$ cat src/rtl/lrsc_consts.vh
// constants for the line receive status and counter block
`ifndef LRSC_CONSTS_VH
`define LRSC_CONSTS_VH

// register indices, byte address is four times the index
`define LRSC_IDX_CTRL    10'h090
`define LRSC_IDX_LIVE    10'h094
`define LRSC_IDX_LATCH   10'h096
`define LRSC_IDX_MASK    10'h098
`define LRSC_IDX_VCNT    10'h09C
`define LRSC_IDX_ZCNT    10'h09E
`define LRSC_IDX_GIE     10'h08E
`define LRSC_ADDR_CTRL   {`LRSC_IDX_CTRL, 2'b00}
`define LRSC_ADDR_LIVE   {`LRSC_IDX_LIVE, 2'b00}
`define LRSC_ADDR_LATCH  {`LRSC_IDX_LATCH, 2'b00}
`define LRSC_ADDR_MASK   {`LRSC_IDX_MASK, 2'b00}
`define LRSC_ADDR_VCNT   {`LRSC_IDX_VCNT, 2'b00}
`define LRSC_ADDR_ZCNT   {`LRSC_IDX_ZCNT, 2'b00}
`define LRSC_ADDR_GIE    {`LRSC_IDX_GIE, 2'b00}

// field positions
`define LRSC_CTRL_DECOFF 0
`define LRSC_CTRL_E3SEL  3
`define LRSC_GIE_PORT    1
`define LRSC_LIVE_LOSS   0
`define LRSC_LIVE_VNZ    1
`define LRSC_LIVE_ZNZ    3
`define LRSC_EV_LOSS     0
`define LRSC_EV_VRISE    1
`define LRSC_EV_VIOL     2
`define LRSC_EV_ZRISE    3
`define LRSC_EV_ZRUN     4
`define LRSC_EV_CODE     5
`define LRSC_NUM_EV      6

// reset values and limits
`define LRSC_RST_REG16   16'h0000
`define LRSC_RST_EV      6'h00
`define LRSC_CNT_MAX     16'hFFFF
`define LRSC_HTRANS_NSEQ 2'b10

`endif

$ cat src/rtl/lrsc_line_rx_status.v
// receive line status, latched events, interrupt and counters
`timescale 1ns/10ps
`include "lrsc_consts.vh"

module lrsc_line_rx_status (
    // clock and reset
    input  wire        clk,
    input  wire        rst,
    // ahb-lite slave
    input  wire        hsel,
    input  wire [11:0] haddr,
    input  wire [1:0]  htrans,
    input  wire        hwrite,
    input  wire [2:0]  hsize,
    input  wire [31:0] hwdata,
    input  wire        hready,
    output reg  [31:0] hrdata,
    output reg         hreadyout,
    output reg         hresp,
    // decoder event inputs, same clock
    input  wire        signalLossRaw,
    input  wire        violationPulse,
    input  wire        lineCodingViolationPulse,
    input  wire        zeroRunPulse,
    input  wire        codewordPulse,
    input  wire        b3zsMode,
    input  wire        perfMonitorUpdate,
    // control to decoder
    output reg         rxSuppressionDecodeOff,
    output reg         e3CodingViolationSelect,
    // interrupt
    output reg         irq
);

// ------------------------------------------------------------
// register state
// ------------------------------------------------------------
reg  [15:0] ctrl_r;
reg  [15:0] gie_r;
reg  [15:0] mask_r;
reg  [5:0]  latch_r;
reg  [15:0] vAcc_r;
reg  [15:0] zAcc_r;
reg  [15:0] vCnt_r;
reg  [15:0] zCnt_r;
reg         lossLive_r;
reg         vNzPrev_r;
reg         zNzPrev_r;
reg         wrPend_r;
reg  [11:0] wrAddr_r;

// ------------------------------------------------------------
// bus decode
// ------------------------------------------------------------
wire        addrPhase;
wire        rdTake;
wire        wrTake;
wire        wrLatch;
wire [5:0]  w1cMask;
wire [5:0]  rdClear;

assign addrPhase = hsel & hready & (htrans == `LRSC_HTRANS_NSEQ);
assign rdTake    = addrPhase & ~hwrite;
assign wrTake    = addrPhase & hwrite;
assign wrLatch   = wrPend_r & (wrAddr_r == `LRSC_ADDR_LATCH);

assign w1cMask = wrLatch ? hwdata[5:0] : 6'h00;
assign rdClear = (rdTake && haddr == `LRSC_ADDR_LATCH) ? latch_r : 6'h00;

always @(posedge clk) begin
    if (rst) begin
        wrPend_r <= 1'b0;
        wrAddr_r <= 12'h000;
    end else begin
        wrPend_r <= wrTake;
        wrAddr_r <= haddr;
    end
end

// ------------------------------------------------------------
// software control registers
// ------------------------------------------------------------
always @(posedge clk) begin
    if (rst) begin
        ctrl_r <= `LRSC_RST_REG16;
        gie_r  <= `LRSC_RST_REG16;
        mask_r <= `LRSC_RST_REG16;
    end else if (wrPend_r) begin
        if (wrAddr_r == `LRSC_ADDR_CTRL) begin
            ctrl_r <= hwdata[15:0];
        end
        if (wrAddr_r == `LRSC_ADDR_GIE) begin
            gie_r <= hwdata[15:0];
        end
        if (wrAddr_r == `LRSC_ADDR_MASK) begin
            mask_r <= hwdata[15:0];
        end
    end
end

// ------------------------------------------------------------
// decoder control
// ------------------------------------------------------------
wire decodeOff;
wire e3Sel;

assign decodeOff = ctrl_r[`LRSC_CTRL_DECOFF];
assign e3Sel     = ctrl_r[`LRSC_CTRL_E3SEL];

always @(posedge clk) begin
    if (rst) begin
        rxSuppressionDecodeOff  <= 1'b0;
        e3CodingViolationSelect <= 1'b0;
    end else begin
        rxSuppressionDecodeOff  <= decodeOff;
        e3CodingViolationSelect <= e3Sel;
    end
end

// ------------------------------------------------------------
// live status
// ------------------------------------------------------------
wire lossNxt;
wire vNz;
wire zNz;
wire vioEvt;

// loss forced off while decoding off
assign lossNxt = signalLossRaw & ~decodeOff;

assign vNz = (vAcc_r != `LRSC_RST_REG16);

assign zNz = (zAcc_r != `LRSC_RST_REG16);

// lcv counted in e3 mode only
assign vioEvt = (e3Sel & ~b3zsMode) ? lineCodingViolationPulse : violationPulse;

always @(posedge clk) begin
    if (rst) begin
        lossLive_r <= 1'b0;
        vNzPrev_r  <= 1'b0;
        zNzPrev_r  <= 1'b0;
    end else begin
        lossLive_r <= lossNxt;
        vNzPrev_r  <= vNz;
        zNzPrev_r  <= zNz;
    end
end

// ------------------------------------------------------------
// event detection
// ------------------------------------------------------------
wire [5:0] evtSet;

assign evtSet[`LRSC_EV_LOSS]  = lossNxt ^ lossLive_r;
assign evtSet[`LRSC_EV_VRISE] = vNz & ~vNzPrev_r;
assign evtSet[`LRSC_EV_VIOL]  = vioEvt;
assign evtSet[`LRSC_EV_ZRISE] = zNz & ~zNzPrev_r;
assign evtSet[`LRSC_EV_ZRUN]  = zeroRunPulse;
// codeword seen, none when decode off
assign evtSet[`LRSC_EV_CODE]  = codewordPulse & ~decodeOff;

// ------------------------------------------------------------
// latched flags
// ------------------------------------------------------------
genvar gi;
generate
    for (gi = 0; gi < `LRSC_NUM_EV; gi = gi + 1) begin : gFlag
        always @(posedge clk) begin
            if (rst) begin
                latch_r[gi] <= 1'b0;
            end else if (evtSet[gi]) begin
                latch_r[gi] <= 1'b1;
            end else if (w1cMask[gi] | rdClear[gi]) begin
                latch_r[gi] <= 1'b0;
            end
        end
    end
endgenerate

// ------------------------------------------------------------
// interrupt
// ------------------------------------------------------------
wire irqNxt;

assign irqNxt = gie_r[`LRSC_GIE_PORT] & (|(latch_r & mask_r[5:0]));

always @(posedge clk) begin
    if (rst) begin
        irq <= 1'b0;
    end else begin
        irq <= irqNxt;
    end
end

// ------------------------------------------------------------
// performance counters
// ------------------------------------------------------------
wire [15:0] vInc;
wire [15:0] zInc;
wire [16:0] vSum;
wire [16:0] zSum;

// sums carry one spare bit, cut back to the counter width below
assign vSum = {1'b0, vAcc_r} + 17'h0_0001;
assign zSum = {1'b0, zAcc_r} + 17'h0_0001;

// accumulators saturate instead of wrapping
assign vInc = (vAcc_r == `LRSC_CNT_MAX) ? vAcc_r : vSum[15:0];
assign zInc = (zAcc_r == `LRSC_CNT_MAX) ? zAcc_r : zSum[15:0];

always @(posedge clk) begin
    if (rst) begin
        vAcc_r <= `LRSC_RST_REG16;
        vCnt_r <= `LRSC_RST_REG16;
    end else if (perfMonitorUpdate) begin
        vCnt_r <= vioEvt ? vInc : vAcc_r;
        vAcc_r <= `LRSC_RST_REG16;
    end else if (vioEvt) begin
        vAcc_r <= vInc;
    end
end

always @(posedge clk) begin
    if (rst) begin
        zAcc_r <= `LRSC_RST_REG16;
        zCnt_r <= `LRSC_RST_REG16;
    end else if (perfMonitorUpdate) begin
        zCnt_r <= zeroRunPulse ? zInc : zAcc_r;
        zAcc_r <= `LRSC_RST_REG16;
    end else if (zeroRunPulse) begin
        zAcc_r <= zInc;
    end
end

// ------------------------------------------------------------
// read mux
// ------------------------------------------------------------
reg [15:0] rdMux;

always @* begin
    rdMux = 16'h0000;
    case (haddr)
        `LRSC_ADDR_CTRL: begin
            rdMux = ctrl_r;
        end
        `LRSC_ADDR_GIE: begin
            rdMux = gie_r;
        end
        `LRSC_ADDR_LIVE: begin
            rdMux[`LRSC_LIVE_LOSS] = lossLive_r;
            rdMux[`LRSC_LIVE_VNZ]  = vNz;
            rdMux[`LRSC_LIVE_ZNZ]  = zNz;
        end
        `LRSC_ADDR_LATCH: begin
            rdMux[5:0] = latch_r;
        end
        `LRSC_ADDR_MASK: begin
            rdMux = mask_r;
        end
        `LRSC_ADDR_VCNT: begin
            rdMux = vCnt_r;
        end
        `LRSC_ADDR_ZCNT: begin
            rdMux = zCnt_r;
        end
        default: begin
            rdMux = 16'h0000;
        end
    endcase
end

// ------------------------------------------------------------
// bus answer
// ------------------------------------------------------------
always @(posedge clk) begin
    if (rst) begin
        hrdata    <= 32'h0000_0000;
        hreadyout <= 1'b0;
        hresp     <= 1'b0;
    end else begin
        hreadyout <= 1'b1;
        hresp     <= 1'b0;
        if (rdTake) begin
            hrdata <= {16'h0000, rdMux};
        end
    end
end

endmodule

$ cat config.mk
export PLATFORM = sky130hd
export DESIGN_NAME = lrsc_line_rx_status
export DESIGN_NICKNAME = d
export VERILOG_FILES = /design/src/rtl/lrsc_line_rx_status.v
export VERILOG_INCLUDE_DIRS = /design/src /design/src/rtl
export SDC_FILE = /design/constraint.sdc
export NUM_CORES = 1
export LEC_CHECK = 0
export ABC_AREA = 1
export BUFFER_PORTS_ARGS = -buffer_cell sky130_fd_sc_hd__buf_2
export CAP_MARGIN = 20
export CORE_MARGIN = 1.5
export CORE_UTILIZATION = 52
export CTS_CLUSTER_DIAMETER = 60
export DETAILED_ROUTE_END_ITERATION = 7
export GPL_TIMING_DRIVEN = 0
export PLACE_DENSITY = 0.76
export SYNTH_ARGS = -nofsm -noshare
export SYNTH_HDL_FRONTEND = slang
export SYNTH_SLANG_ARGS = --single-unit
$ cat constraint.sdc
create_clock -name clk -period 1.82 [get_ports clk]
set_clock_uncertainty 0.2 [all_clocks]
set_input_delay 0.091 -clock clk [delete_from_list [all_inputs] [get_ports clk]]
set_output_delay 0.091 -clock clk [all_outputs]
set_load 0.01 [all_outputs]
======== Word-level counts from Yosys, hierarchy flattened ========
Cells that the tools add are included.
storage, ports and cells
  input bits .............................. 61
  logic and storage cells ................. 102
  output and inout port bits .............. 37
  flip-flop bits (word level) ............. 154
operators by class
  reductions and logical operators ........ 14
  add/sub/neg operators ................... 2
  equality and inequality tests ........... 14
  bitwise logic cells ..................... 24
  multiplexer cells ....................... 25
operators with widths
  operator                 count
  $eq A12 B10 Y1 const B   11
  $mux W16                 4
  $pmux W10 S5             1
  $add A16 B1 Y16 const B  2
  $eq A16 B16 Y1 const B   2
  $reduce_bool A16 Y1      2
  $mux W1                  14
  $pmux W2 S7              1
  $mux W6                  2
  $pmux W2 S6              1
  $reduce_bool A2 Y1       6
  $and A1 B1 Y1            11
  $pmux W1 S7              1
  $and A6 B6 Y6            1
  $or A1 B1 Y1             6
  $pmux W1 S6              1
  $reduce_and A2 Y1        3
  $reduce_or A6 Y1         1
  $not A1 Y1               5
  $eq A2 B2 Y1 const B     1
  $reduce_or A2 Y1         1
  $logic_and A1 B1 Y1      1
  $xor A1 B1 Y1            1

======== Longest topological paths before layout ========
Gate-level depths: netlist of the first run.
  depth after elaboration ................. 8
  depth in mapped cells ................... 13
  depth with buffers taken out ............ 13

======== Worst setup path before layout of the first run ========
No wires, ideal clock.
  kind .................................... reg2reg
  from .................................... reg vAcc_r[0]
  to ...................................... reg vAcc_r[2]
  period minus slack after synthesis ...... 1700 ps
  buffers on the path ..................... 0
  data arrival time ....................... 1385 ps
  cell stages (with the launch flop) ...... 9
  setup slack ............................. 120 ps
  setup time .............................. 115 ps
  required time ........................... 1505 ps
  cells stage by stage .................... dfxtp_1 -> ha_1 -> nand3_1 -> nor3_4 -> nand2_2 -> nand2_4 -> nor2_2 -> xor2_1 -> and2_1
on the way
  longest elaborated chain between the ends .. 3
  elaborated cells on any way between the ends .. 4
  those cells by class .................... 1 x add/sub; 1 x eq/ne; 2 x mux
ends and longest elaborated chain
  element                                                   line                       text
  from (decl)                                               lrsc_line_rx_status.v:42   reg [15:0] vAcc_r;
  from (signal assigned)                                    lrsc_line_rx_status.v:214  vAcc_r <= `LRSC_RST_REG16;
  from (signal assigned)                                    lrsc_line_rx_status.v:218  vAcc_r <= `LRSC_RST_REG16;
  from (signal assigned)                                    lrsc_line_rx_status.v:220  vAcc_r <= vInc;
  $add A16 B1 Y16 / $eq A16 B16 Y1 (equally long branches)  -
  $mux W16 *                                                lrsc_line_rx_status.v:209  assign vInc = (vAcc_r == `LRSC_CNT_MAX) ? vAcc_r : vSum[15:0];
  $mux W16 *                                                -
Every way passes the cells marked *; elsewhere a longest branch is shown, timed or not.
A chain may end at the register's enable or synchronous reset.

======== Worst setup path in the final report of the first run ========
  from .................................... reg vAcc_r[1]
  to ...................................... reg vCnt_r[7]
on the way
  longest elaborated chain between the ends .. 3
  elaborated cells on any way between the ends .. 4
  those cells by class .................... 1 x add/sub; 1 x eq/ne; 2 x mux
ends and longest elaborated chain
  element                                                   line                       text
  $add A16 B1 Y16 / $eq A16 B16 Y1 (equally long branches)  -
  $mux W16 *                                                lrsc_line_rx_status.v:209
  $mux W16 *                                                -
  to (signal assigned)                                      lrsc_line_rx_status.v:215  vCnt_r <= `LRSC_RST_REG16;
  to (signal assigned)                                      lrsc_line_rx_status.v:217  vCnt_r <= vioEvt ? vInc : vAcc_r;
  to (decl)                                                 lrsc_line_rx_status.v:44   reg [15:0] vCnt_r;
Marked as above.

==> results.rst, run 1 <==
.. list-table::
   :header-rows: 1

   * - Metric
     - Value
   * - Worst slack at placement
     - -0.139 ns
   * - Sequential share of the synthesized area
     - 0.427
   * - Effective utilization at floorplan
     - 0.539
   * - Clock Power Share
     - 0.469
   * - Diode insertion count for antenna repair
     - 0
   * - Post-Route Setup TNS
     - 0 ns
   * - Combined area of all synthesized cells
     - roughly 7200 sq um
   * - Post-layout util
     - 0.685
   * - Overall die height
     - between 100 and 150 um
   * - WHS
     - between 0.02 and 0.025 ns
   * - Slew at the pin closest to its max-slew limit
     - 0.596 ns
   * - Root buffer selected by CTS
     - sky130_fd_sc_hd__clkbuf_16
   * - Floorplan core area
     - 13400 sq um
   * - Setup repair after global routing missed its margin
     - true
   * - Switching Power
     - around 1.8 mW
   * - Critical path fanouts, max
     - 7
   * - Grt ovf
     - 0
   * - Clock sink total
     - between 150 and 200
   * - Final routed DRC violation total
     - 0
   * - Total of flip-flops plus latches after synthesis
     - 154
   * - Max transition margin
     - 0.603
   * - Total of max-cap violations
     - 0
   * - Placed cell areas
     - roughly 7800 sq um
   * - Per-instance average area after synthesis
     - 6.98 sq um
   * - Sequential cell area
     - 3110 sq um
   * - Final hold viol count
     - 0
   * - Leak Pwr
     - slightly above 4 nW
   * - Fraction of registers with async set/reset
     - 0
   * - TritonCTS clock tree
     - built
   * - Final estimated routing congestion in global placement
     - 0.926
   * - Layout cell share with drive strength beyond 1
     - 0.207
   * - Unique cell type count in the Yosys netlist
     - 46
   * - Rows
     - 42
   * - Register share of total power
     - 0.463
   * - Vias per inst
     - 5.31
   * - Clock tree buffer depth
     - 2
   * - Boundary pin count
     - 98
   * - Number of flops mapped to enable cells by yosys
     - 0
   * - Slack of the critical path
     - between 0.005 and 0.006 ns
   * - Arrival time reported for the critical path endpoint
     - 1.94 ns
   * - Detailed Routing Iterations Pass 1
     - 5
   * - Final period util
     - 0.997
   * - Worst Path Required
     - between 1.5 and 2 ns
   * - Number of antenna violations at the first check in global routing
     - 0
   * - Number of antenna-violating nets in the routed design
     - 0
   * - Max Transition Viols Final
     - 0
   * - Non-Filler Instances
     - about 1400
   * - Vias in the first global route
     - between 6000 and 7000
   * - Total Routed Length
     - 20900 um
   * - Multi-input gate area in the final layout
     - roughly 3800 sq um
   * - Classification of the worst-slack hold path
     - in2reg
   * - Number of fill cells in the layout
     - roughly 1100
   * - Clock buffer count from CTS
     - 17
   * - Maximum achievable frequency
     - between 500 and 600 MHz
   * - Detail-routed net length per standard cell
     - 15.2 um
   * - Worst Setup Path Type
     - reg2reg
   * - Clock latency reported for the late side of the worst-skew pair
     - 0.43 ns
   * - Horizontal die dimension
     - around 120 um
   * - Type of element capturing the critical path
     - flip-flop
   * - Final Critical Period
     - 1.81 ns
   * - Maximum number of pins on one net before global-route repair
     - 17
   * - Wire length of the first global-routing pass
     - 32700 um
   * - Peak supply drop
     - approximately 0.64 mV
   * - Number of nets at the end of the flow
     - 1251
   * - Count of warnings emitted by yosys
     - 0
   * - Clock transition at the registers of the reported paths
     - 0.06 ns
   * - CTS H-tree lvls
     - 4
   * - Post-detailed-placement half-perimeter wirelength
     - between 10000 and 15000 um
   * - Total track usage
     - 0.286
   * - Total setup violations reported at the end of the flow
     - 0
   * - Cell area after layout
     - 9180 sq um
   * - Post-Place Cells
     - between 1000 and 1500
   * - Relative contribution of combinational cells to total power
     - 0.068
   * - Setup crit start kind
     - flip-flop
   * - Result of the run
     - completed
   * - Proportion of total power due to net switching
     - 0.237
   * - Die Outline Area
     - between 10000 and 15000 sq um
   * - Tot Pwr
     - roughly 7.5 mW
   * - Int Pwr
     - 5.71 mW
   * - Syn-to-layout area delta
     - 27.0%
   * - Number of vias in the routed layout
     - between 7000 and 8000
   * - Power per standard cell area
     - a little over 800 nW/um^2
   * - First DRT Iteration DRCs
     - 701
   * - PortBufs
     - 60
   * - Gate Count Post-Synth
     - between 1000 and 1500
   * - Top_reg_cell synth
     - sky130_fd_sc_hd__dfxtp_1
## flip-flops by register name, summed over array words and instances (netlist names)
name	cells
wrPend_r	1
irq	1
zAcc_r	16
rxSuppressionDecodeOff	1
hrdata	16
vNzPrev_r	1
mask_r	16
wrAddr_r	12
gie_r	16
zNzPrev_r	1
lossLive_r	1
zCnt_r	16
e3CodingViolationSelect	1
latch_r	6
hreadyout	1
ctrl_r	16
vCnt_r	16
vAcc_r	16
## Yosys cell counts, drive strengths merged (3+ instances only)
cell / count / share of area
a21oi: 56 / 0.039
dfxtp: 154 / 0.43
clkbuf: 18 / 0.010
ha: 4 / 0.0069
nor3: 10 / 0.011
xor2: 8 / 0.0097
and2: 3 / 0.0026
a31oi: 12 / 0.010
nand2: 248 / 0.14
buf: 38 / 0.036
nand4: 19 / 0.019
o21ai: 108 / 0.075
nor2: 194 / 0.11
xnor2: 3 / 0.0036
nand3: 53 / 0.037
inv: 90 / 0.047
## critical path: stages, from the launching register on
cell	delay [ns]
sky130_fd_sc_hd__dfxtp_2	0.36
sky130_fd_sc_hd__ha_4	0.16
sky130_fd_sc_hd__nand3_4	0.09
sky130_fd_sc_hd__nor3_4	0.21
sky130_fd_sc_hd__nand2_2	0.15
sky130_fd_sc_hd__nand2_4	0.17
sky130_fd_sc_hd__inv_6	0.06
sky130_fd_sc_hd__nand4_1	0.09
sky130_fd_sc_hd__nand2_1	0.09
sky130_fd_sc_hd__nand2_1	0.08
sky130_fd_sc_hd__nand2_1	0.05
## cells in the final DEF (no fill, tap or decap), types with 36 or more instances in the layout
cell / Yosys / routed
sky130_fd_sc_hd__dlygate4sd3_1: 0 / 36
sky130_fd_sc_hd__buf_4: 24 / 39
sky130_fd_sc_hd__o21ai_0: 104 / 92
sky130_fd_sc_hd__buf_2: 9 / 69
sky130_fd_sc_hd__inv_1: 83 / 80
sky130_fd_sc_hd__nor2_1: 174 / 167
sky130_fd_sc_hd__dfxtp_1: 154 / 143
sky130_fd_sc_hd__nand2_1: 233 / 223
sky130_fd_sc_hd__a21oi_1: 56 / 56
sky130_fd_sc_hd__nand3_1: 53 / 48
## path summary, 6_finish.rpt
path	from	to	slack [ns]	depth (start not counted)
worst max-delay path	vAcc_r[1]	vCnt_r[7]	0.005	10
worst min-delay path	rst	wrAddr_r[10]	0.02	3
worst max register to register	vAcc_r[1]	vCnt_r[7]	0.005	10
worst min register to register	vNzPrev_r	latch_r[1]	0.23	1
## power by group through the flow
| stage | logic, mW | clock network [mW] | registers (mW) |
|---|---|---|---|
| global placement | 0.396 | 0 | 3.54 |
| floorplan | 0.248 | 0 | 3.53 |
| detailed placement | 0.400 | 0 | 3.54 |
| global route | 0.551 | 3.69 | 3.47 |
| CTS | 0.471 | 3.52 | 3.47 |
| finish | 0.511 | 3.51 | 3.47 |
## cell families after synthesis
family                   count (synthesis)  share of synthesized area
adder cells (fa/ha/maj)                  4                    0.00693
flip-flops                             154                      0.427
other                                    1                   0.000519
XOR/XNOR                                11                     0.0133
buffers and inverters                  147                     0.0935
AO/OA/AOI/OAI                          184                      0.133
AND/OR/NAND/NOR                        534                      0.326
## final cells by class
class                   instances  area share
flip-flops and latches        154       0.339
plain buffers                  55      0.0379
clock buffers                  20      0.0498
clock inverters                12      0.0134
repair buffers                116      0.0888
multi-input cells             751       0.409
inverters                      91      0.0386
well taps                     176      0.0240
## per-layer routing
| metal | vias to the layer above | track usage | wire (um) |
|---|---|---|---|
| met5 | - | 0 | 0 |
| met4 | 0 | 0.118 | 676 |
| met3 | 58 | 0.0550 | 1320 |
| met2 | 254 | 0.472 | 9900 |
| met1 | 3377 | 0.368 | 9000 |
| li1 | 3610 | - | - |
## what timing repair did
action	in CTS	in global routing
endpoints found under the setup margin	65	99
pin swaps	6	17
buffers inserted	10	10
gates cloned	1	0
gates resized for setup	17	77
endpoints found under the hold margin	84	0
hold buffers	36	0
Power figures use the tool's default switching activity.
==> run 2: changes to the inputs <==
--- a/config.mk
+++ b/config.mk
@@ -10,11 +10,11 @@
 export BUFFER_PORTS_ARGS = -buffer_cell sky130_fd_sc_hd__buf_2
 export CAP_MARGIN = 20
 export CORE_MARGIN = 1.5
-export CORE_UTILIZATION = 52
+export CORE_UTILIZATION = 55
 export CTS_CLUSTER_DIAMETER = 60
 export DETAILED_ROUTE_END_ITERATION = 7
 export GPL_TIMING_DRIVEN = 0
-export PLACE_DENSITY = 0.76
+export PLACE_DENSITY = 0.77
 export SYNTH_ARGS = -nofsm -noshare
 export SYNTH_HDL_FRONTEND = slang
 export SYNTH_SLANG_ARGS = --single-unit
==> constraint.sdc (replaced) <==
create_clock -name clk -period 2.2 [get_ports clk]
set_clock_uncertainty 0.2 [all_clocks]
set_input_delay 0.11 -clock clk [delete_from_list [all_inputs] [get_ports clk]]
set_output_delay 0.11 -clock clk [all_outputs]
set_load 0.01 [all_outputs]
==> results.rst, run 2 (synthesis results as in run 1) <==
.. list-table::
   :header-rows: 1

   * - Metric
     - Value
   * - Critical path origin
     - vAcc_r[0] (was vAcc_r[1])
   * - Total Routed Length
     - 20000 um (was 20900 um)
   * - Final routed DRC violation total
     - 0 (unchanged)
   * - Power per standard cell area
     - 740 nW/um^2 (was 816 nW/um^2)
   * - Worst slack at placement
     - 0.255 ns (was -0.139 ns)
   * - Horizontal die dimension
     - 118 um (was 121 um)
   * - Post-Route Setup TNS
     - 0 ns (unchanged)
   * - Post-CTS sizing
     - 0 (was 17)
   * - Last element of the critical path
     - vCnt_r[7] (unchanged)
   * - Clock tree buffer depth
     - 2 (unchanged)
   * - Detailed Routing Iterations Pass 1
     - 7 (was 5)
   * - Detail-routed net length per standard cell
     - 14.8 um (was 15.2 um)
   * - First DRT Iteration DRCs
     - 614 (was 701)
   * - Number of vias in the routed layout
     - 7110 (was 7299)
   * - Final Critical Period
     - 1.96 ns (was 1.81 ns)
   * - Multi-input gate area in the final layout
     - 3530 sq um (was 3750 sq um)
   * - Overall die height
     - 118 um (was 121 um)
   * - CTS H-tree lvls
     - 4 (unchanged)
   * - Relative contribution of combinational cells to total power
     - 0.060 (was 0.068)
   * - Diode insertion count for antenna repair
     - 0 (unchanged)
   * - Grt ovf
     - 0 (unchanged)
   * - PortBufs
     - 60 (unchanged)
   * - Number of antenna violations at the first check in global routing
     - 0 (unchanged)
   * - Total of max-cap violations
     - 0 (unchanged)
   * - Layout cell share with drive strength beyond 1
     - 0.149 (was 0.207)
   * - Clock transition at the registers of the reported paths
     - 0.06 ns (about the same)
   * - Number of nets at the end of the flow
     - 1230 (was 1251)
   * - Total setup violations reported at the end of the flow
     - 0 (unchanged)
   * - Type of element capturing the critical path
     - flip-flop (unchanged)
   * - Vias in the first global route
     - 6659 (was 6761)
   * - Sequential cell area
     - 3080 sq um (was 3110 sq um)
   * - Vias per inst
     - 5.27 (was 5.31)
   * - Worst Path Required
     - 2.32 ns (was 1.94 ns)
   * - Total track usage
     - 0.294 (was 0.286)
   * - Slew at the pin closest to its max-slew limit
     - 0.582 ns (was 0.596 ns)
   * - Result of the run
     - completed (unchanged)
   * - Worst reg-to-reg path cell count
     - 10 (unchanged)
   * - Clock Power Share
     - 0.501 (was 0.469)
   * - Arrival time reported for the critical path endpoint
     - 2.08 ns (was 1.94 ns)
   * - Number of antenna-violating nets in the routed design
     - 0 (unchanged)
   * - Rows
     - 41 (was 42)
   * - Clock latency reported for the late side of the worst-skew pair
     - 0.43 ns (about the same)
   * - Post-detailed-placement half-perimeter wirelength
     - 14300 um (was 14500 um)
   * - Root buffer selected by CTS
     - sky130_fd_sc_hd__clkbuf_16 (unchanged)
   * - Setup repair after global routing missed its margin
     - false (was true)
   * - Clock buffer count from CTS
     - 17 (unchanged)
   * - Wire length of the first global-routing pass
     - 32600 um (was 32700 um)
   * - Most common cell after layout, fill and taps aside
     - sky130_fd_sc_hd__nand2_1 (unchanged)
   * - Proportion of total power due to net switching
     - 0.218 (was 0.237)
   * - Die Outline Area
     - 13800 sq um (was 14600 sq um)
   * - Boundary pin count
     - 98 (unchanged)
   * - Effective utilization at floorplan
     - 0.568 (was 0.539)
   * - Max Transition Viols Final
     - 0 (unchanged)
   * - Worst Setup Path Type
     - reg2reg (unchanged)
   * - Syn-to-layout area delta
     - 22.1% (was 27.0%)
   * - Maximum achievable frequency
     - 510 MHz (was 551 MHz)
   * - Max transition margin
     - 0.612 (was 0.603)
   * - Slack of the critical path
     - 0.240 ns (was 0.00540 ns)
   * - Final estimated routing congestion in global placement
     - 0.935 (was 0.926)
   * - Maximum number of pins on one net before global-route repair
     - 17 (unchanged)
   * - Peak supply drop
     - 0.468 mV (was 0.638 mV)
   * - TritonCTS clock tree
     - built (unchanged)
   * - Worst reg2reg path endpoint
     - vCnt_r[7] (unchanged)
   * - Setup crit start kind
     - flip-flop (unchanged)
   * - Final period util
     - 0.891 (was 0.997)
   * - Leak Pwr
     - 3.97 nW (was 4.10 nW)
   * - Launch point of the worst reg-to-reg path
     - vAcc_r[0] (was vAcc_r[1])
   * - Switching Power
     - 1.42 mW (was 1.78 mW)
   * - Clock sink total
     - 154 (unchanged)
   * - Floorplan core area
     - 12700 sq um (was 13400 sq um)
   * - Register share of total power
     - 0.439 (was 0.463)
   * - Critical path fanouts, max
     - 10 (was 7)
   * - Post-CTS setup-driven buffer insertion count
     - 0 (was 10)
   * - Slack of the worst reg-to-reg path
     - 0.24 ns (was 0.005 ns)
   * - Highest-count cells in the layout ignoring fill and taps
     - 233 x sky130_fd_sc_hd__nand2_1, 174 x sky130_fd_sc_hd__nor2_1, 154 x sky130_fd_sc_hd__dfxtp_1 (was 223 x sky130_fd_sc_hd__nand2_1, 167 x sky130_fd_sc_hd__nor2_1, 143 x sky130_fd_sc_hd__dfxtp_1)
   * - Classification of the worst-slack hold path
     - in2reg (unchanged)
   * - Number of fill cells in the layout
     - 1076 (was 1103)
   * - Int Pwr
     - 5.11 mW (was 5.71 mW)
   * - Final hold viol count
     - 0 (unchanged)
==> run 2: power by group through the flow <==
stage               clock network, mW  logic (mW)  registers, mW
floorplan                           0       0.205           2.92
global placement                    0       0.326           2.93
detailed placement                  0       0.330           2.93
CTS                              3.28       0.380           2.87
global route                     3.40       0.425           2.87
finish                           3.27       0.390           2.87
==> run 2: final cells by class <==
cell class	instances	share of cell area
Clock inverter	9	0.0209
Timing Repair Buffer	96	0.0749
Inverter	91	0.0390
Multi-Input combinational cell	750	0.400
Clock buffer	23	0.0542
Tap cell	172	0.0244
Sequential cell	154	0.350
Buffer	55	0.0372
==> run 2: worst min-delay path by stage <==
stage,cells after the start,end,from
after detailed placement,3,wrAddr_r[11],haddr[11]
after global routing,6,hrdata[8],hready
after CTS,7,hrdata[6],htrans[0]
after floorplan,2,wrAddr_r[9],haddr[9]
after global placement,3,wrAddr_r[10],haddr[10]
final,7,hrdata[8],htrans[0]
==> run 2: what timing repair did <==
action                                 CTS  global route
setup endpoints to repair                0             1
hold buffers                            36             0
endpoints found under the hold margin   81             0
==> run 2: stage by stage <==
stage | hold slack, ns | cell area, sq um | power, mW | util | std cells
finish | 0.160 | 8820 | 6.53 | 0.693 | 1350
detailed placement | 0.136 | 7800 | 3.26 | 0.613 | 1283
global placement | 0.126 | 7800 | 3.25 | 0.613 | 1283
floorplan | 0.0170 | 7290 | 3.13 | - | 1051
global route | 0.203 | 8820 | 6.70 | 0.693 | 1350
CTS | 0.143 | 8820 | 6.53 | 0.694 | 1351
==> run 2: layer usage <==
metal,vias up,wire [um],share of wire,GRT usage
met2,288,9530,0.48,0.496
met1,3221,8630,0.43,0.380
met5,-,0,0,0
met3,39,1370,0.069,0.0480
met4,0,444,0.022,0.105
li1,3562,-,-,-
==> run 2: worst max-delay path, cell delays in order, from the launching register on <==
cell	delay (ns)
sky130_fd_sc_hd__dfxtp_1	0.38
sky130_fd_sc_hd__ha_1	0.22
sky130_fd_sc_hd__nand3_1	0.17
sky130_fd_sc_hd__nor3_4	0.24
sky130_fd_sc_hd__nand2_2	0.12
sky130_fd_sc_hd__nand2_4	0.15
sky130_fd_sc_hd__inv_4	0.07
sky130_fd_sc_hd__nand4_1	0.09
sky130_fd_sc_hd__nand2_1	0.09
sky130_fd_sc_hd__nand2_1	0.07
sky130_fd_sc_hd__nand2_1	0.05
==> run 3: changes to the inputs <==
--- a/config.mk
+++ b/config.mk
@@ -9,6 +9,7 @@
 export ABC_AREA = 1
 export BUFFER_PORTS_ARGS = -buffer_cell sky130_fd_sc_hd__buf_2
 export CAP_MARGIN = 20
+export CORE_ASPECT_RATIO = 1.25
 export CORE_MARGIN = 1.5
 export CORE_UTILIZATION = 55
 export CTS_CLUSTER_DIAMETER = 60
==> results.rst, run 3 (synthesis results as in run 1) <==
.. list-table::
   :header-rows: 1

   * - Metric
     - Value
   * - Result of the run
     - completed (unchanged)
   * - Power per standard cell area
     - 728 nW/um^2 (was 740 nW/um^2)
   * - Highest-count cells in the layout ignoring fill and taps
     - 233 x sky130_fd_sc_hd__nand2_1, 174 x sky130_fd_sc_hd__nor2_1, 154 x sky130_fd_sc_hd__dfxtp_1 (unchanged)
   * - Startpoint of the lowest-slack hold path
     - htrans[0] (unchanged)
   * - Total track usage
     - 0.293 (was 0.294)
   * - CTS H-tree lvls
     - 4 (unchanged)
   * - Dominant cell type by count on the critical path
     - sky130_fd_sc_hd__nand2_1 (unchanged)
   * - Vias per inst
     - 5.24 (was 5.27)
   * - Setup crit start kind
     - flip-flop (unchanged)
   * - Diode insertion count for antenna repair
     - 0 (unchanged)
   * - Number of nets at the end of the flow
     - 1231 (was 1230)
   * - Number of antenna-violating nets in the routed design
     - 0 (unchanged)
   * - Multi-input gate area in the final layout
     - 3530 sq um (unchanged)
   * - Detail-routed net length per standard cell
     - 14.8 um (about the same)
   * - Wire length of the first global-routing pass
     - 32000 um (was 32600 um)
   * - Clock buffer count from CTS
     - 17 (unchanged)
   * - Final Critical Period
     - 1.98 ns (was 1.96 ns)
   * - Terminating pin of the worst hold path
     - hrdata[8] (unchanged)
   * - Total of max-cap violations
     - 0 (unchanged)
   * - Max Transition Viols Final
     - 0 (unchanged)
   * - Worst slack at placement
     - 0.249 ns (was 0.255 ns)
   * - Clock transition at the registers of the reported paths
     - 0.06 ns (about the same)
   * - Number of vias in the routed layout
     - 7057 (was 7110)
   * - Overall die height
     - 131 um (was 118 um)
   * - Post-Route Setup TNS
     - 0 ns (unchanged)
   * - Number of antenna violations at the first check in global routing
     - 0 (unchanged)
   * - Layout cell share with drive strength beyond 1
     - 0.151 (was 0.149)
   * - Syn-to-layout area delta
     - 21.8% (was 22.1%)
   * - Worst Path Required
     - 2.32 ns (about the same)
   * - Most common cell after layout, fill and taps aside
     - sky130_fd_sc_hd__nand2_1 (unchanged)
   * - Root buffer selected by CTS
     - sky130_fd_sc_hd__clkbuf_16 (unchanged)
   * - Final period util
     - 0.902 (was 0.891)
   * - TritonCTS clock tree
     - built (unchanged)
   * - Max transition margin
     - 0.617 (was 0.612)
   * - Final routed DRC violation total
     - 0 (unchanged)
   * - Effective utilization at floorplan
     - 0.566 (was 0.568)
   * - Cells along the critical path
     - ha_1 -> nand3_1 -> nor3_4 -> nand2_2 -> nand2_4 -> inv_4 -> nand4_1 -> nand2_1 -> nand2_1 -> nand2_1 (unchanged)
   * - Worst Setup Path Type
     - reg2reg (unchanged)
   * - Maximum number of pins on one net before global-route repair
     - 17 (unchanged)
   * - Post-CTS sizing
     - 0 (unchanged)
   * - Clock tree buffer depth
     - 2 (unchanged)
   * - Boundary pin count
     - 98 (unchanged)
   * - Setup repair after global routing missed its margin
     - false (unchanged)
   * - Worst reg2reg path endpoint
     - vCnt_r[7] (unchanged)
   * - Horizontal die dimension
     - 106 um (was 118 um)
   * - PortBufs
     - 60 (unchanged)
   * - Final estimated routing congestion in global placement
     - 0.958 (was 0.935)
   * - Die Outline Area
     - 13800 sq um (about the same)
   * - Total Routed Length
     - 19900 um (was 20000 um)
   * - Number of fill cells in the layout
     - 1128 (was 1076)
   * - Total setup violations reported at the end of the flow
     - 0 (unchanged)
   * - Critical path fanouts, max
     - 10 (unchanged)
   * - Detailed Routing Iterations Pass 1
     - 5 (was 7)
   * - Rows
     - 46 (was 41)
   * - Slew at the pin closest to its max-slew limit
     - 0.574 ns (was 0.582 ns)
   * - Clock sink total
     - 154 (unchanged)
   * - Max incr delay on CP
     - 0.36 ns (was 0.38 ns)
   * - Floorplan core area
     - 12800 sq um (was 12700 sq um)
   * - Worst reg-to-reg path cell count
     - 10 (unchanged)
   * - Post-detailed-placement half-perimeter wirelength
     - 14500 um (was 14300 um)
   * - Grt ovf
     - 0 (unchanged)
   * - Clock latency reported for the late side of the worst-skew pair
     - 0.43 ns (about the same)
   * - Leak Pwr
     - 3.95 nW (was 3.97 nW)
   * - Vias in the first global route
     - 6777 (was 6659)
   * - Number of cells on the worst hold path
     - 7 (unchanged)
   * - CP max-delay cell
     - sky130_fd_sc_hd__dfxtp_1 (unchanged)
   * - CP delay by family, top
     - simple AND/OR/NAND/NOR gates (unchanged)
   * - Final hold viol count
     - 0 (unchanged)
   * - Peak supply drop
     - 0.537 mV (was 0.468 mV)
   * - Arrival time reported for the critical path endpoint
     - 2.11 ns (was 2.08 ns)
   * - Sequential cell area
     - 3080 sq um (unchanged)
   * - First DRT Iteration DRCs
     - 379 (was 614)
   * - Classification of the worst-slack hold path
     - in2reg (unchanged)
   * - Launch point of the worst reg-to-reg path
     - vAcc_r[0] (unchanged)
   * - Slack of the worst reg-to-reg path
     - 0.22 ns (was 0.24 ns)
   * - Type of element capturing the critical path
     - flip-flop (unchanged)
   * - Slack of the critical path
     - 0.216 ns (was 0.240 ns)
   * - Crit path buffers/inverters
     - 1 (unchanged)
   * - Maximum achievable frequency
     - 504 MHz (was 510 MHz)
run 3: cell count changes in the layout (fill, tap and decap cells not counted), sizes merged:
| cell | previous run | this run |
|---|---|---|
| bufinv | 5 | 4 |
| clkbuf | 40 | 36 |
| clkinv | 2 | 3 |
| clkinvlp | 1 | 5 |
| dlygate4sd3 | 36 | 37 |
run 3: worst reg2reg max path: stages, from the launching register on:
cell and delay, ns:
sky130_fd_sc_hd__dfxtp_1 0.36, sky130_fd_sc_hd__ha_1 0.22, sky130_fd_sc_hd__nand3_1 0.18, sky130_fd_sc_hd__nor3_4 0.25
sky130_fd_sc_hd__nand2_2 0.13, sky130_fd_sc_hd__nand2_4 0.15, sky130_fd_sc_hd__inv_4 0.08, sky130_fd_sc_hd__nand4_1 0.10
sky130_fd_sc_hd__nand2_1 0.09, sky130_fd_sc_hd__nand2_1 0.07, sky130_fd_sc_hd__nand2_1 0.05
run 3: worst max-delay path by stage:
stage                     start  cells after the start         to
CTS                         rst                      8   wrPend_r
global placement      vAcc_r[0]                     10  vCnt_r[7]
global route        wrAddr_r[4]                      6   gie_r[7]
detailed placement    vAcc_r[0]                     10  vCnt_r[7]
finish                vAcc_r[0]                     10  vCnt_r[7]
floorplan             vAcc_r[0]                      8  vAcc_r[2]
run 3: final cells by class:
class,count,share of cell area
multi-input combinational,750,0.401
sequential,154,0.350
timing repair buffer,97,0.0762
clock buffer,19,0.0503
inverter,91,0.0391
buffer,55,0.0373
tap,168,0.0239
clock inverter,13,0.0219
run 3: power breakdown:
part	internal (mW)	switching (mW)	leakage, nW
Combinational	0.153	0.236	2.41
Clock	1.94	1.21	0.292
Sequential	2.84	0.0294	1.25
Total	4.93	1.48	3.95
run 3: per-layer routing:
metal  part of all wire  wire length, um  GRT usage
met1               0.40             8060      0.331
met5                  0                0          0
met2               0.50             9890      0.517
met4              0.043              852      0.161
met3              0.058             1150     0.0526
run 3: per-stage QoR:
stage	area, sq um	util	cells	power [mW]	hold WS, ns
after floorplan	7290	-	1051	3.13	0.0170
after global placement	7800	0.610	1279	3.25	0.129
after detailed placement	7800	0.610	1279	3.26	0.132
after CTS	8800	0.689	1348	6.41	0.106
after global routing	8800	0.689	1347	6.57	0.178
final	8800	0.689	1347	6.41	0.118
run 3: what timing repair did:
item / 4_1_cts / 5_1_grt
setup buffers: 0 / 0
hold endpoints to repair: 81 / 0
setup endpoints to repair: 0 / 1
hold buffers: 37 / 0
